===== config.mk =====
export PLATFORM = sky130hd
export DESIGN_NAME = rpis_top
export DESIGN_NICKNAME = d
export VERILOG_FILES = /design/src/rpis_top.v
export VERILOG_INCLUDE_DIRS = /design/src
export SDC_FILE = /design/constraint.sdc
export NUM_CORES = 1
export LEC_CHECK = 0
export ABC_AREA = 1
export BUFFER_PORTS_ARGS = -buffer_cell sky130_fd_sc_hd__buf_2
export CORE_UTILIZATION = 57
export DETAILED_ROUTE_END_ITERATION = 12
export PLACE_DENSITY_LB_ADDON = 0.15
export SYNTH_ARGS = -nofsm -noshare
export SYNTH_HDL_FRONTEND = slang
export SYNTH_SLANG_ARGS = --single-unit

===== constraint.sdc =====
create_clock -name clk_i -period 2.3 [get_ports clk_i]
set_input_delay 0 -clock clk_i [delete_from_list [all_inputs] [get_ports clk_i]]
set_output_delay 0 -clock clk_i [all_outputs]
set_load 0.02 [all_outputs]

===== src/rpis_map.vh =====
// Register map and constants of the remappable input pin select block.
`ifndef RPIS_MAP_VH
`define RPIS_MAP_VH
// ==========================================================================
// Word byte offsets
`define RPIS_OFS_IRQ1 6'h00
`define RPIS_OFS_IRQ2 6'h04
`define RPIS_OFS_TMR 6'h0c
`define RPIS_OFS_OSC 6'h10
`define RPIS_OFS_ANCFG 6'h14
`define RPIS_OFS_PULLUP 6'h18
`define RPIS_OFS_STATUS 6'h1c
// ==========================================================================
// Field positions
`define RPIS_HI_LSB 8
`define RPIS_LO_LSB 0
`define RPIS_FLD_W 5
`define RPIS_LOCK_BIT 6
// ==========================================================================
// Codes
`define RPIS_SEL_GND 5'h1f
`define RPIS_SEL_MAX 5'h19
`define RPIS_KEY1 8'h46
`define RPIS_KEY2 8'h57
`define RPIS_ANCFG_RST 16'h0000
`endif


===== src/rpis_top.v =====
// Remappable input pin select with lock, shadow check and shared pin control.
`timescale 1ns/1ps
`include "rpis_map.vh"
// Contract
// [RULE1] Shared pins reset as analog
// [RULE2] Analog pin disables digital input buffer
// [RULE3] Analog pin reads digital zero
// [RULE4] Config bit one makes pin digital
// [RULE5] Digital only when all converters agree
// [RULE6] Output driver works even when analog
// [RULE7] Highest enabled function owns the pin; the code grants the pin to the lowest enabled index
// [RULE8] Each change pin has own pull-up
// [RULE9] At most twenty-three remap registers
// [RULE10] Selects writable only while lock clear
// [RULE11] Irq one field bits 12-8
// [RULE12] Irq two field bits 4-0
// [RULE13] Timer three 12-8, timer two 4-0
// [RULE14] Code n picks pin n, all-ones grounds
// [RULE15] Selectors reset to all ones
// [RULE16] Reserved codes drive constant low
// [RULE17] Lock toggles after 0x46, 0x57 keys
// [RULE18] Locked writes acknowledge but change nothing
// [RULE19] Shadow mismatch raises configuration reset
// [RULE20] Single session fuse keeps lock set
module rpis_top #(
  parameter NPINS = 26,
  parameter NSHARED = 16,
  parameter NADC = 2,
  parameter NFUNC = 3
) (
  // System
  input wire clk_i,
  input wire rst_i,
  input wire ce_i,
  // Wishbone slave
  input wire cyc_i,
  input wire stb_i,
  input wire we_i,
  input wire [5:0] adr_i,
  input wire [3:0] sel_i,
  input wire [31:0] dat_i,
  output reg [31:0] dat_o,
  output reg ack_o,
  // Fuse and pins
  input wire single_session_fuse_i,
  input wire [NPINS-1:0] remappable_pin_i,
  input wire [NSHARED-1:0] shared_pin_i,
  input wire [NSHARED*(NADC-1)-1:0] other_adc_cfg_i,
  input wire [NSHARED-1:0] port_out_i,
  input wire [NSHARED-1:0] pin_direction_reg_i,
  input wire [NFUNC-1:0] func_enable_i,
  // Peripheral inputs and pin controls
  output reg external_irq_one_o,
  output reg external_irq_two_o,
  output reg timer_two_ext_clock_o,
  output reg timer_three_ext_clock_o,
  output reg [NSHARED-1:0] digital_in_o,
  output reg [NSHARED-1:0] in_buf_en_o,
  output reg [NSHARED-1:0] pin_out_o,
  output reg [NSHARED-1:0] pin_oe_o,
  output reg [NFUNC-1:0] func_grant_o,
  output reg [NSHARED-1:0] pullup_en_o,
  output reg cfg_mismatch_rst_o
);
  // ========================================================================
  // Helpers
  function sel_pin;
    input [4:0] code;
    input [NPINS-1:0] pins;
    begin
      // [RULE14] Pin by code
      if (code <= `RPIS_SEL_MAX)
        sel_pin = pins[code];
      // [RULE16] Reserved is low
      else
        sel_pin = 1'b0;
    end
  endfunction

  // ========================================================================
  // Synchronisers
  reg [NPINS-1:0] rp_s1_q;
  reg [NPINS-1:0] rp_s2_q;
  reg [NSHARED-1:0] sh_s1_q;
  reg [NSHARED-1:0] sh_s2_q;
  always @(posedge clk_i)
  begin
    if (rst_i)
    begin
      rp_s1_q <= {NPINS{1'b0}};
      rp_s2_q <= {NPINS{1'b0}};
      sh_s1_q <= {NSHARED{1'b0}};
      sh_s2_q <= {NSHARED{1'b0}};
    end
    else if (ce_i)
    begin
      rp_s1_q <= remappable_pin_i;
      rp_s2_q <= rp_s1_q;
      sh_s1_q <= shared_pin_i;
      sh_s2_q <= sh_s1_q;
    end
  end

  // ========================================================================
  // Registers
  // [RULE9] Three remap registers
  // Only three of the at most twenty-three remap registers are built here.
  reg [4:0] irq_one_pin_field_q;
  reg [4:0] irq_two_pin_field_q;
  reg [4:0] timer_three_clk_pin_field_q;
  reg [4:0] timer_two_clk_pin_field_q;
  reg [19:0] shadow_q;
  reg remap_write_lock_q;
  reg lock_was_set_q;
  reg [1:0] key_q;
  reg [15:0] analog_port_config_low_q;
  reg [15:0] pullup_q;
  reg [19:0] shadow_next;
  wire wr = cyc_i & stb_i & we_i & ~ack_o;
  wire sel_lo = sel_i[0];
  wire sel_hi = sel_i[1];
  wire [19:0] live = {irq_one_pin_field_q, irq_two_pin_field_q,
                      timer_three_clk_pin_field_q, timer_two_clk_pin_field_q};
  wire osc_wr = wr & sel_lo & (adr_i == `RPIS_OFS_OSC);
  wire [7:0] osc_byte = dat_i[7:0];
  wire new_lock = osc_byte[`RPIS_LOCK_BIT];
  wire lock_blocked = single_session_fuse_i & lock_was_set_q & ~new_lock;

  always @(posedge clk_i)
  begin
    if (rst_i)
    begin
      // [RULE15] Selectors reset grounded
      irq_one_pin_field_q <= `RPIS_SEL_GND;
      irq_two_pin_field_q <= `RPIS_SEL_GND;
      timer_three_clk_pin_field_q <= `RPIS_SEL_GND;
      timer_two_clk_pin_field_q <= `RPIS_SEL_GND;
      shadow_q <= {4{`RPIS_SEL_GND}};
      remap_write_lock_q <= 1'b0;
      lock_was_set_q <= 1'b0;
      key_q <= 2'h0;
      // [RULE1] Analog after reset
      analog_port_config_low_q <= `RPIS_ANCFG_RST;
      pullup_q <= 16'h0000;
    end
    else if (ce_i)
    begin
      // [RULE17] Key sequence tracking
      if (osc_wr)
      begin
        if (key_q == 2'h2)
        begin
          // [RULE20] Fuse blocks clearing
          if (!lock_blocked)
            remap_write_lock_q <= new_lock;
          if (new_lock)
            lock_was_set_q <= 1'b1;
          key_q <= 2'h0;
        end
        else if (osc_byte == `RPIS_KEY1)
          key_q <= 2'h1;
        else if (key_q == 2'h1 && osc_byte == `RPIS_KEY2)
          key_q <= 2'h2;
        else
          key_q <= 2'h0;
      end
      else if (wr)
        key_q <= 2'h0;
      // [RULE10] Locked writes dropped, still acked
      if (wr && !remap_write_lock_q)
      begin
        // [RULE11] Irq one high byte
        if (adr_i == `RPIS_OFS_IRQ1 && sel_hi)
          irq_one_pin_field_q <= dat_i[`RPIS_HI_LSB +: `RPIS_FLD_W];
        // [RULE12] Irq two low byte
        if (adr_i == `RPIS_OFS_IRQ2 && sel_lo)
          irq_two_pin_field_q <= dat_i[`RPIS_LO_LSB +: `RPIS_FLD_W];
        // [RULE13] Timer fields
        if (adr_i == `RPIS_OFS_TMR && sel_hi)
          timer_three_clk_pin_field_q <= dat_i[`RPIS_HI_LSB +: `RPIS_FLD_W];
        if (adr_i == `RPIS_OFS_TMR && sel_lo)
          timer_two_clk_pin_field_q <= dat_i[`RPIS_LO_LSB +: `RPIS_FLD_W];
      end
      // Shadow takes the same legal updates, so only an upset parts them.
      shadow_q <= shadow_next;
      // [RULE4] Software sets digital
      if (wr && adr_i == `RPIS_OFS_ANCFG && sel_lo)
        analog_port_config_low_q[7:0] <= dat_i[7:0];
      if (wr && adr_i == `RPIS_OFS_ANCFG && sel_hi)
        analog_port_config_low_q[15:8] <= dat_i[15:8];
      // [RULE8] Independent pull-ups
      if (wr && adr_i == `RPIS_OFS_PULLUP && sel_lo)
        pullup_q[7:0] <= dat_i[7:0];
      if (wr && adr_i == `RPIS_OFS_PULLUP && sel_hi)
        pullup_q[15:8] <= dat_i[15:8];
    end
  end

  // Shadow next value mirrors the same write path as the live fields.
  always @*
  begin
    shadow_next = shadow_q;
    if (wr && !remap_write_lock_q)
    begin
      if (adr_i == `RPIS_OFS_IRQ1 && sel_hi)
        shadow_next[19:15] = dat_i[`RPIS_HI_LSB +: `RPIS_FLD_W];
      if (adr_i == `RPIS_OFS_IRQ2 && sel_lo)
        shadow_next[14:10] = dat_i[`RPIS_LO_LSB +: `RPIS_FLD_W];
      if (adr_i == `RPIS_OFS_TMR && sel_hi)
        shadow_next[9:5] = dat_i[`RPIS_HI_LSB +: `RPIS_FLD_W];
      if (adr_i == `RPIS_OFS_TMR && sel_lo)
        shadow_next[4:0] = dat_i[`RPIS_LO_LSB +: `RPIS_FLD_W];
    end
  end

  // ========================================================================
  // Bus answer
  reg [31:0] rd_d;
  always @*
  begin
    rd_d = 32'h00000000;
    case (adr_i)
      `RPIS_OFS_IRQ1: rd_d[`RPIS_HI_LSB +: `RPIS_FLD_W] = irq_one_pin_field_q;
      `RPIS_OFS_IRQ2: rd_d[`RPIS_LO_LSB +: `RPIS_FLD_W] = irq_two_pin_field_q;
      `RPIS_OFS_TMR:
      begin
        rd_d[`RPIS_HI_LSB +: `RPIS_FLD_W] = timer_three_clk_pin_field_q;
        rd_d[`RPIS_LO_LSB +: `RPIS_FLD_W] = timer_two_clk_pin_field_q;
      end
      `RPIS_OFS_OSC: rd_d[`RPIS_LOCK_BIT] = remap_write_lock_q;
      `RPIS_OFS_ANCFG: rd_d[15:0] = analog_port_config_low_q;
      `RPIS_OFS_PULLUP: rd_d[15:0] = pullup_q;
      `RPIS_OFS_STATUS: rd_d[2:0] = {key_q, lock_was_set_q};
      default: rd_d = 32'h00000000;
    endcase
  end

  // ========================================================================
  // Outputs
  wire [NSHARED-1:0] all_digital;
  genvar g;
  generate
    for (g = 0; g < NSHARED; g = g + 1)
    begin : g_pin
      wire [NADC-1:0] votes;
      assign votes[0] = analog_port_config_low_q[g];
      if (NADC > 1)
      begin : g_more
        assign votes[NADC-1:1] = other_adc_cfg_i[g*(NADC-1) +: NADC-1];
      end
      // [RULE5] All converters agree
      assign all_digital[g] = &votes;
    end
  endgenerate

  reg [NFUNC-1:0] grant_d;
  integer k;
  always @*
  begin
    grant_d = {NFUNC{1'b0}};
    // [RULE7] Lowest index wins
    for (k = NFUNC - 1; k >= 0; k = k - 1)
      if (func_enable_i[k])
        grant_d = {{(NFUNC-1){1'b0}}, 1'b1} << k;
  end

  always @(posedge clk_i)
  begin
    if (rst_i)
    begin
      dat_o <= 32'h00000000;
      ack_o <= 1'b0;
      external_irq_one_o <= 1'b0;
      external_irq_two_o <= 1'b0;
      timer_two_ext_clock_o <= 1'b0;
      timer_three_ext_clock_o <= 1'b0;
      digital_in_o <= {NSHARED{1'b0}};
      in_buf_en_o <= {NSHARED{1'b0}};
      pin_out_o <= {NSHARED{1'b0}};
      pin_oe_o <= {NSHARED{1'b0}};
      func_grant_o <= {NFUNC{1'b0}};
      pullup_en_o <= {NSHARED{1'b0}};
      cfg_mismatch_rst_o <= 1'b0;
    end
    else if (ce_i)
    begin
      // [RULE18] Every access acked
      ack_o <= cyc_i & stb_i & ~ack_o;
      dat_o <= rd_d;
      external_irq_one_o <= sel_pin(irq_one_pin_field_q, rp_s2_q);
      external_irq_two_o <= sel_pin(irq_two_pin_field_q, rp_s2_q);
      timer_two_ext_clock_o <= sel_pin(timer_two_clk_pin_field_q, rp_s2_q);
      timer_three_ext_clock_o <= sel_pin(timer_three_clk_pin_field_q, rp_s2_q);
      // [RULE2] Buffer off when analog
      in_buf_en_o <= all_digital;
      // [RULE3] Analog reads zero
      digital_in_o <= sh_s2_q & all_digital;
      // [RULE6] Driver ignores analog mode
      pin_out_o <= port_out_i;
      pin_oe_o <= ~pin_direction_reg_i;
      func_grant_o <= grant_d;
      pullup_en_o <= pullup_q;
      // [RULE19] Shadow compare
      cfg_mismatch_rst_o <= (live != shadow_q);
    end
  end
endmodule


Yosys cells after proc, flatten, opt, wreduce, memory -nomap -nowiden
Index checks and enable logic that the tools add are counted.

operators by class
  order comparisons = 8
  equality and inequality tests = 10
  multiplexer cells = 27
  bitwise operators = 13
  reduce and logical (&&, ||, !) cells = 42

operators with widths
  cell                  number
  $reduce_and A2 Y1     21
  $eq A6 B5 Y1 const B  4
  $lt A5 B6 Y1 const B  4
  $bmux W1 S5           4
  $le A5 B5 Y1 const B  4
  $pmux W5 S4           1
  $and A16 B16 Y16      1
  $eq A8 B7 Y1 const B  2
  $not A16 Y16          1
  $pmux W3 S5           1
  $logic_and A1 B1 Y1   12
  $reduce_and A3 Y1     4
  $mux W2               5
  $mux W3               3
  $and A1 B1 Y1         8
  $mux W1               8
  $pmux W2 S4           1
  $reduce_and A4 Y1     2
  $eq A6 B3 Y1 const B  1
  $eq A6 B4 Y1 const B  1
  $logic_not A6 Y1      1
  $pmux W3 S2           1
  $pmux W1 S2           2
  $not A1 Y1            3
  5 further kinds       5

word-level totals
  register bits after elaboration = 244
  input port bits = 142
  output and inout bits = 121
  word-level logic and storage cells = 127

Depth between registers and ports, before layout
  word-level depth = 7
  mapped depth = 11
  depth with buffers taken out = 11

Worst setup path before layout
OpenSTA, ideal clock, no wires.

  kind = reg-to-reg
  start point = register ack_o
  end point = register timer_three_clk_pin_field_q[0]
  setup time = 0.138 ns
  arrival = 1.271 ns
  required time = 2.162 ns
  slack = 0.891 ns
  stages on the path, launching flop included = 9
  path buffers = 0
  period minus slack after synthesis = 1.409 ns
  cell sequence = dfxtp_1 nor2_1 nand2_2 nor2_1 inv_1 nor2_4 inv_2 nor2_4 o211ai_1

on the way
  longest elaborated chain between the ends = 4

ends and longest elaborated chain
  item                         RTL line        text
  from (decl)                  rpis_top.v:43   output reg ack_o,
  from (signal assigned)       rpis_top.v:288  ack_o <= cyc_i & stb_i & ~ack_o;
  $not A1 Y1                   rpis_top.v:119  wire wr = cyc_i & stb_i & we_i & ~ack_o;
  $and A1 B1 Y1                rpis_top.v:119
  $logic_and A1 B1 Y1          rpis_top.v:170  if (wr && !remap_write_lock_q)
  $reduce_and A3 Y1 (no line)  n/a
  to (signal assigned)         rpis_top.v:136  timer_three_clk_pin_field_q <= `RPIS_SEL_GND;
  to (signal assigned)         rpis_top.v:180  timer_three_clk_pin_field_q <= dat_i[`RPIS_HI_LSB +: `RPIS_FLD_W];
  to (decl)                    rpis_top.v:110  reg [4:0] timer_three_clk_pin_field_q;

Every way passes these cells.
A chain may end at the register's enable or synchronous reset.

Worst setup path after layout
  start point = register ack_o
  end point = register shadow_q[11]

on the way
  longest elaborated chain between the ends = 4

ends and longest elaborated chain
  item                         RTL line        text
  $not A1 Y1                   rpis_top.v:119
  $and A1 B1 Y1                rpis_top.v:119
  $logic_and A1 B1 Y1          rpis_top.v:203  if (wr && !remap_write_lock_q)
  $reduce_and A3 Y1 (no line)  n/a
  to (signal assigned)         rpis_top.v:138  shadow_q <= {4{`RPIS_SEL_GND}};
  to (signal assigned)         rpis_top.v:185  shadow_q <= shadow_next;
  to (decl)                    rpis_top.v:112  reg [19:0] shadow_q;

Every way passes these cells.

==> impl_metrics.prom <==
# TYPE chip_impl_metric gauge
chip_impl_metric{name="arrival",unit="ns"} 2.55
chip_impl_info{name="timing.critical_path.to_type",value="flop"} 1
chip_impl_info{name="timing.critical_path.slowest_stage_cell",value="sky130_fd_sc_hd__dlygate4sd3_1"} 1
chip_impl_metric{name="critical_path_required",unit="ns"} 2.69
chip_impl_metric{name="hpwl",unit="um"} 19800
chip_impl_metric{name="worstHoldPathCells",unit=""} 6
chip_impl_metric{name="hold_viol_final",unit=""} 0
chip_impl_metric{name="cp_slowest_stage_delay",unit="ns"} 0.66
chip_impl_metric{name="antenna_violating_nets_post_route",unit=""} 0
chip_impl_metric{name="fmaxAchievable",unit="GHz"} 0.463
chip_impl_metric{name="route.detailed.wl_per_inst",unit="um"} 18.1
chip_impl_metric{name="cp_max_fo",unit=""} 5
chip_impl_metric{name="synth-warning-count",unit=""} 0
chip_impl_metric{name="cts_inserted_buffers",unit=""} 26
chip_impl_metric{name="syn-instance-count",unit=""} 1379
chip_impl_info{name="kind_of_critical_path",value="flop to flop"} 1
chip_impl_metric{name="vdd_ir_drop_max",unit="mV"} 0.673
chip_impl_metric{name="via_per_inst",unit=""} 5.72
chip_impl_info{name="most_frequent_cells_in_the_layout",value="sky130_fd_sc_hd__dfxtp_1, sky130_fd_sc_hd__buf_2, sky130_fd_sc_hd__nand2_1, sky130_fd_sc_hd__o21ai_0, sky130_fd_sc_hd__nor2_1"} 1
chip_impl_metric{name="clk_path_buf_depth",unit=""} 3
chip_impl_metric{name="grtUsageTotal",unit="%"} 37.7
chip_impl_metric{name="yosys.area_share.simple",unit="%"} 22.9
chip_impl_metric{name="clock_sinks",unit=""} 244
chip_impl_metric{name="die-area",unit="sq mm"} 0.0183
chip_impl_info{name="cts.root.buffer_cell",value="sky130_fd_sc_hd__clkbuf_16"} 1
chip_impl_metric{name="period_minus_slack",unit="ns"} 2.16
chip_impl_metric{name="htree_levels",unit=""} 1
chip_impl_metric{name="drt_iter0_drc",unit=""} 1059
chip_impl_metric{name="dieHeight",unit="um"} 135
chip_impl_metric{name="post_synth.cell_area_avg",unit="sq um"} 7.35
chip_impl_metric{name="grt.overflow.total",unit=""} 0
chip_impl_metric{name="drc",unit=""} 0
chip_impl_metric{name="worst_pin_slew",unit="ns"} 0.745
chip_impl_metric{name="final_max_slew_viol_count",unit=""} 0
chip_impl_info{name="setup.worst_path.start_class",value="flop"} 1
chip_impl_metric{name="placement.cell_area",unit="sq mm"} 0.0113
chip_impl_metric{name="drive_gt1_share",unit="%"} 17.9
chip_impl_metric{name="clock_latency",unit="ns"} 0.53
chip_impl_metric{name="ffs_latches_synth",unit=""} 244
chip_impl_metric{name="vias",unit=""} 11275
chip_impl_metric{name="ios",unit=""} 263
chip_impl_metric{name="p_leak",unit="nW"} 6.19
chip_impl_metric{name="initial_core_util",unit="%"} 58.4
chip_impl_metric{name="post_synthesis_sequential_area_ratio",unit="%"} 48.2
chip_impl_metric{name="yosys.area_share.adder",unit="%"} 0
chip_impl_metric{name="area_growth_syn_to_layout",unit="%"} 35.9
chip_impl_metric{name="std_cell_rows",unit=""} 48
chip_impl_info{name="path_common_cell",value="sky130_fd_sc_hd__nor2_1"} 1
chip_impl_metric{name="timing.reg2reg.worst_path_depth",unit=""} 9
chip_impl_metric{name="final_design_area_no_fill",unit="sq mm"} 0.0138
chip_impl_metric{name="routabilityCongestion",unit=""} 0.908
chip_impl_info{name="layout.cells.most_common",value="sky130_fd_sc_hd__dfxtp_1"} 1
chip_impl_metric{name="timing.final.crit_share",unit="%"} 93.9
chip_impl_metric{name="finish.net_count",unit=""} 1866
chip_impl_metric{name="max_cap_violations",unit=""} 0
chip_impl_metric{name="power.density_cell_area",unit="mW/mm^2"} 721
chip_impl_metric{name="post_synth_mux_area_share",unit="%"} 0
chip_impl_metric{name="largest_net_degree_at_the_start_of_global_routing",unit=""} 153
chip_impl_metric{name="compound_cell_area_share_of_the_yosys_netlist",unit="%"} 20.2
chip_impl_metric{name="synth.distinct_cells",unit=""} 32
chip_impl_metric{name="route.final.wire_length",unit="um"} 35600
chip_impl_info{name="status",value="finished clean"} 1
chip_impl_metric{name="final.setup_skew",unit="ns"} 0.0144
chip_impl_metric{name="post_synth_edffs",unit=""} 0
chip_impl_metric{name="max-slew-margin-rel",unit="%"} 50.3
chip_impl_metric{name="finalSetupViolCount",unit=""} 0
chip_impl_info{name="synth-main-ff-cell",value="sky130_fd_sc_hd__dfxtp_1"} 1
chip_impl_metric{name="first_global_vias",unit=""} 10440
chip_impl_metric{name="antenna_found_initial",unit=""} 0
chip_impl_info{name="holdCritPathClass",value="primary input to flop"} 1
chip_impl_metric{name="synthXorXnorAreaFrac",unit="%"} 0
chip_impl_metric{name="finish.utilization",unit="%"} 79.4
chip_impl_metric{name="async_flop_share",unit="%"} 0
chip_impl_metric{name="mappedNetlistArea",unit="sq mm"} 0.0101
chip_impl_metric{name="first_pass_grt_wire_length",unit="um"} 54100
chip_impl_metric{name="drt_pass1_iterations",unit=""} 6
chip_impl_metric{name="core_area",unit="sq mm"} 0.0174
chip_impl_metric{name="post_cts_resize_count",unit=""} 0
chip_impl_info{name="tritoncts",value="yes"} 1
chip_impl_metric{name="die_w",unit="um"} 135
chip_impl_info{name="timing.critical_path.cells",value="nor2_1 > nand2_2 > nor2_1 > inv_1 > nor2_4 > nand4_2 > dlygate4sd3_1 > nand2_1 > nand3_1"} 1
chip_impl_info{name="largest_family_of_logic_cells_by_synthesized_area",value="simple AND/OR/NAND/NOR gates"} 1
chip_impl_metric{name="clkSlewWorstSetupHoldPaths",unit="ns"} 0.06
chip_impl_metric{name="portBuffers",unit=""} 227
==> flip-flops by register name, indices dropped and copies added, names as in the netlist, 16 cells and up <==
| signal | count |
|---|---|
| rp_s2_q | 26 |
| rp_s1_q | 26 |
| digital_in_o | 16 |
| pin_out_o | 16 |
| sh_s2_q | 16 |
| pullup_en_o | 16 |
| in_buf_en_o | 16 |
| analog_port_config_low_q | 16 |
| pullup_q | 16 |
| pin_oe_o | 16 |
| dat_o | 16 |
| sh_s1_q | 16 |
==> critical path, delay by kind of cell, from the launching register on <==
| family | cells | cell delay [ns] |
|---|---|---|
| flip-flops | 1 | 0.34 |
| AND/OR/NAND/NOR | 7 | 0.90 |
| buffers and inverters | 2 | 0.78 |
==> cell type report <==
type,count,area [sq um]
well taps,225,282
repair buffers,405,2900
multi-input cells,946,4440
diodes,2,5.00
flip-flops and latches,244,4880
fillers,1165,3570
inverters,101,384
clock buffers,35,734
clock inverters,13,154
==> timing repair <==
| item | CTS | global route |
|---|---|---|
| setup buffers | 0 | 2 |
| hold endpoints to repair | 178 | 0 |
| hold buffers | 162 | 0 |
| endpoints found under the setup margin | 0 | 8 |
==> logic make-up (layout without fill, tap and decap cells) <==
| kind of cell | count (synthesis) | after routing |
|---|---|---|
| and+or+nand+nor | 538 | 538 |
| AOI/OAI and AO/OA | 391 | 391 |
| DFF | 244 | 244 |
| other | 1 | 19 |
| buffers and inverters | 205 | 554 |
==> cell usage after synthesis, types with 2 or more instances <==
master | number | area (sq um)
sky130_fd_sc_hd__nand2_4 | 4 | 45.0
sky130_fd_sc_hd__o221ai_1 | 5 | 43.8
sky130_fd_sc_hd__dfxtp_1 | 244 | 4880
sky130_fd_sc_hd__o21ai_1 | 3 | 15.0
sky130_fd_sc_hd__clkinv_1 | 3 | 11.3
sky130_fd_sc_hd__nand4_1 | 20 | 125
sky130_fd_sc_hd__o21ai_2 | 3 | 26.3
sky130_fd_sc_hd__nor2_1 | 187 | 702
sky130_fd_sc_hd__nand2_2 | 2 | 12.5
sky130_fd_sc_hd__o21ai_0 | 200 | 1000
sky130_fd_sc_hd__o211ai_1 | 18 | 135
sky130_fd_sc_hd__a21oi_1 | 151 | 756
sky130_fd_sc_hd__inv_1 | 95 | 357
sky130_fd_sc_hd__nand2_1 | 214 | 803
sky130_fd_sc_hd__buf_4 | 17 | 128
sky130_fd_sc_hd__a31oi_1 | 5 | 31.3
sky130_fd_sc_hd__nor2_4 | 7 | 78.8
sky130_fd_sc_hd__nor3_1 | 6 | 30.0
sky130_fd_sc_hd__o22ai_1 | 4 | 25.0
sky130_fd_sc_hd__buf_6 | 2 | 22.5
sky130_fd_sc_hd__nand3_1 | 92 | 460
sky130_fd_sc_hd__inv_2 | 3 | 11.3
sky130_fd_sc_hd__o31ai_1 | 2 | 15.0
sky130_fd_sc_hd__clkbuf_1 | 62 | 233
sky130_fd_sc_hd__buf_2 | 23 | 115
==> layer usage <==
layer  up-vias  routed length, um  global-route usage (%)
met1      5240              14600                    49.0
met5         -                  0                       0
li1       5248                  -                       -
met4         0               1480                    15.7
met2       662              16300                    60.8
met3       125               3250                    7.63
==> final timing paths <==
kind                                 from                      endpoint  slack [ns]
max                    ack_o$_SDFFE_PP0P_     shadow_q[11]$_SDFFE_PP1P_        0.14
min                              adr_i[1]      shadow_q[3]$_SDFFE_PP1P_        0.01
max reg2reg            ack_o$_SDFFE_PP0P_     shadow_q[11]$_SDFFE_PP1P_        0.14
min reg2reg  digital_in_o[7]$_SDFFE_PP0P_  digital_in_o[7]$_SDFFE_PP0P_        0.46
==> power breakdown <==
part	internal, W	leakage, nW	switching, W
clock	0.00258	0.442	0.00176
sequential	0.00439	2.00	0.000110
combinational	0.000457	3.75	0.000645
total	0.00743	6.19	0.00251
==> per-stage QoR <==
step	cells	setup TNS [ns]	hold WS, ns	setup WS [ns]	power [W]
final	1971	0	0.0125	0.141	0.00994
after global placement	1758	0	0.179	0.706	0.00537
after floorplan	1395	0	0.0941	0.891	0.00508
after detailed placement	1758	0	0.180	0.668	0.00538
after CTS	1968	0	0.00490	0.0720	0.00986
after global routing	1969	-0.0000298	0.0274	-0.0000298	0.0102
Note: power is estimated with default switching activity, not from simulation.
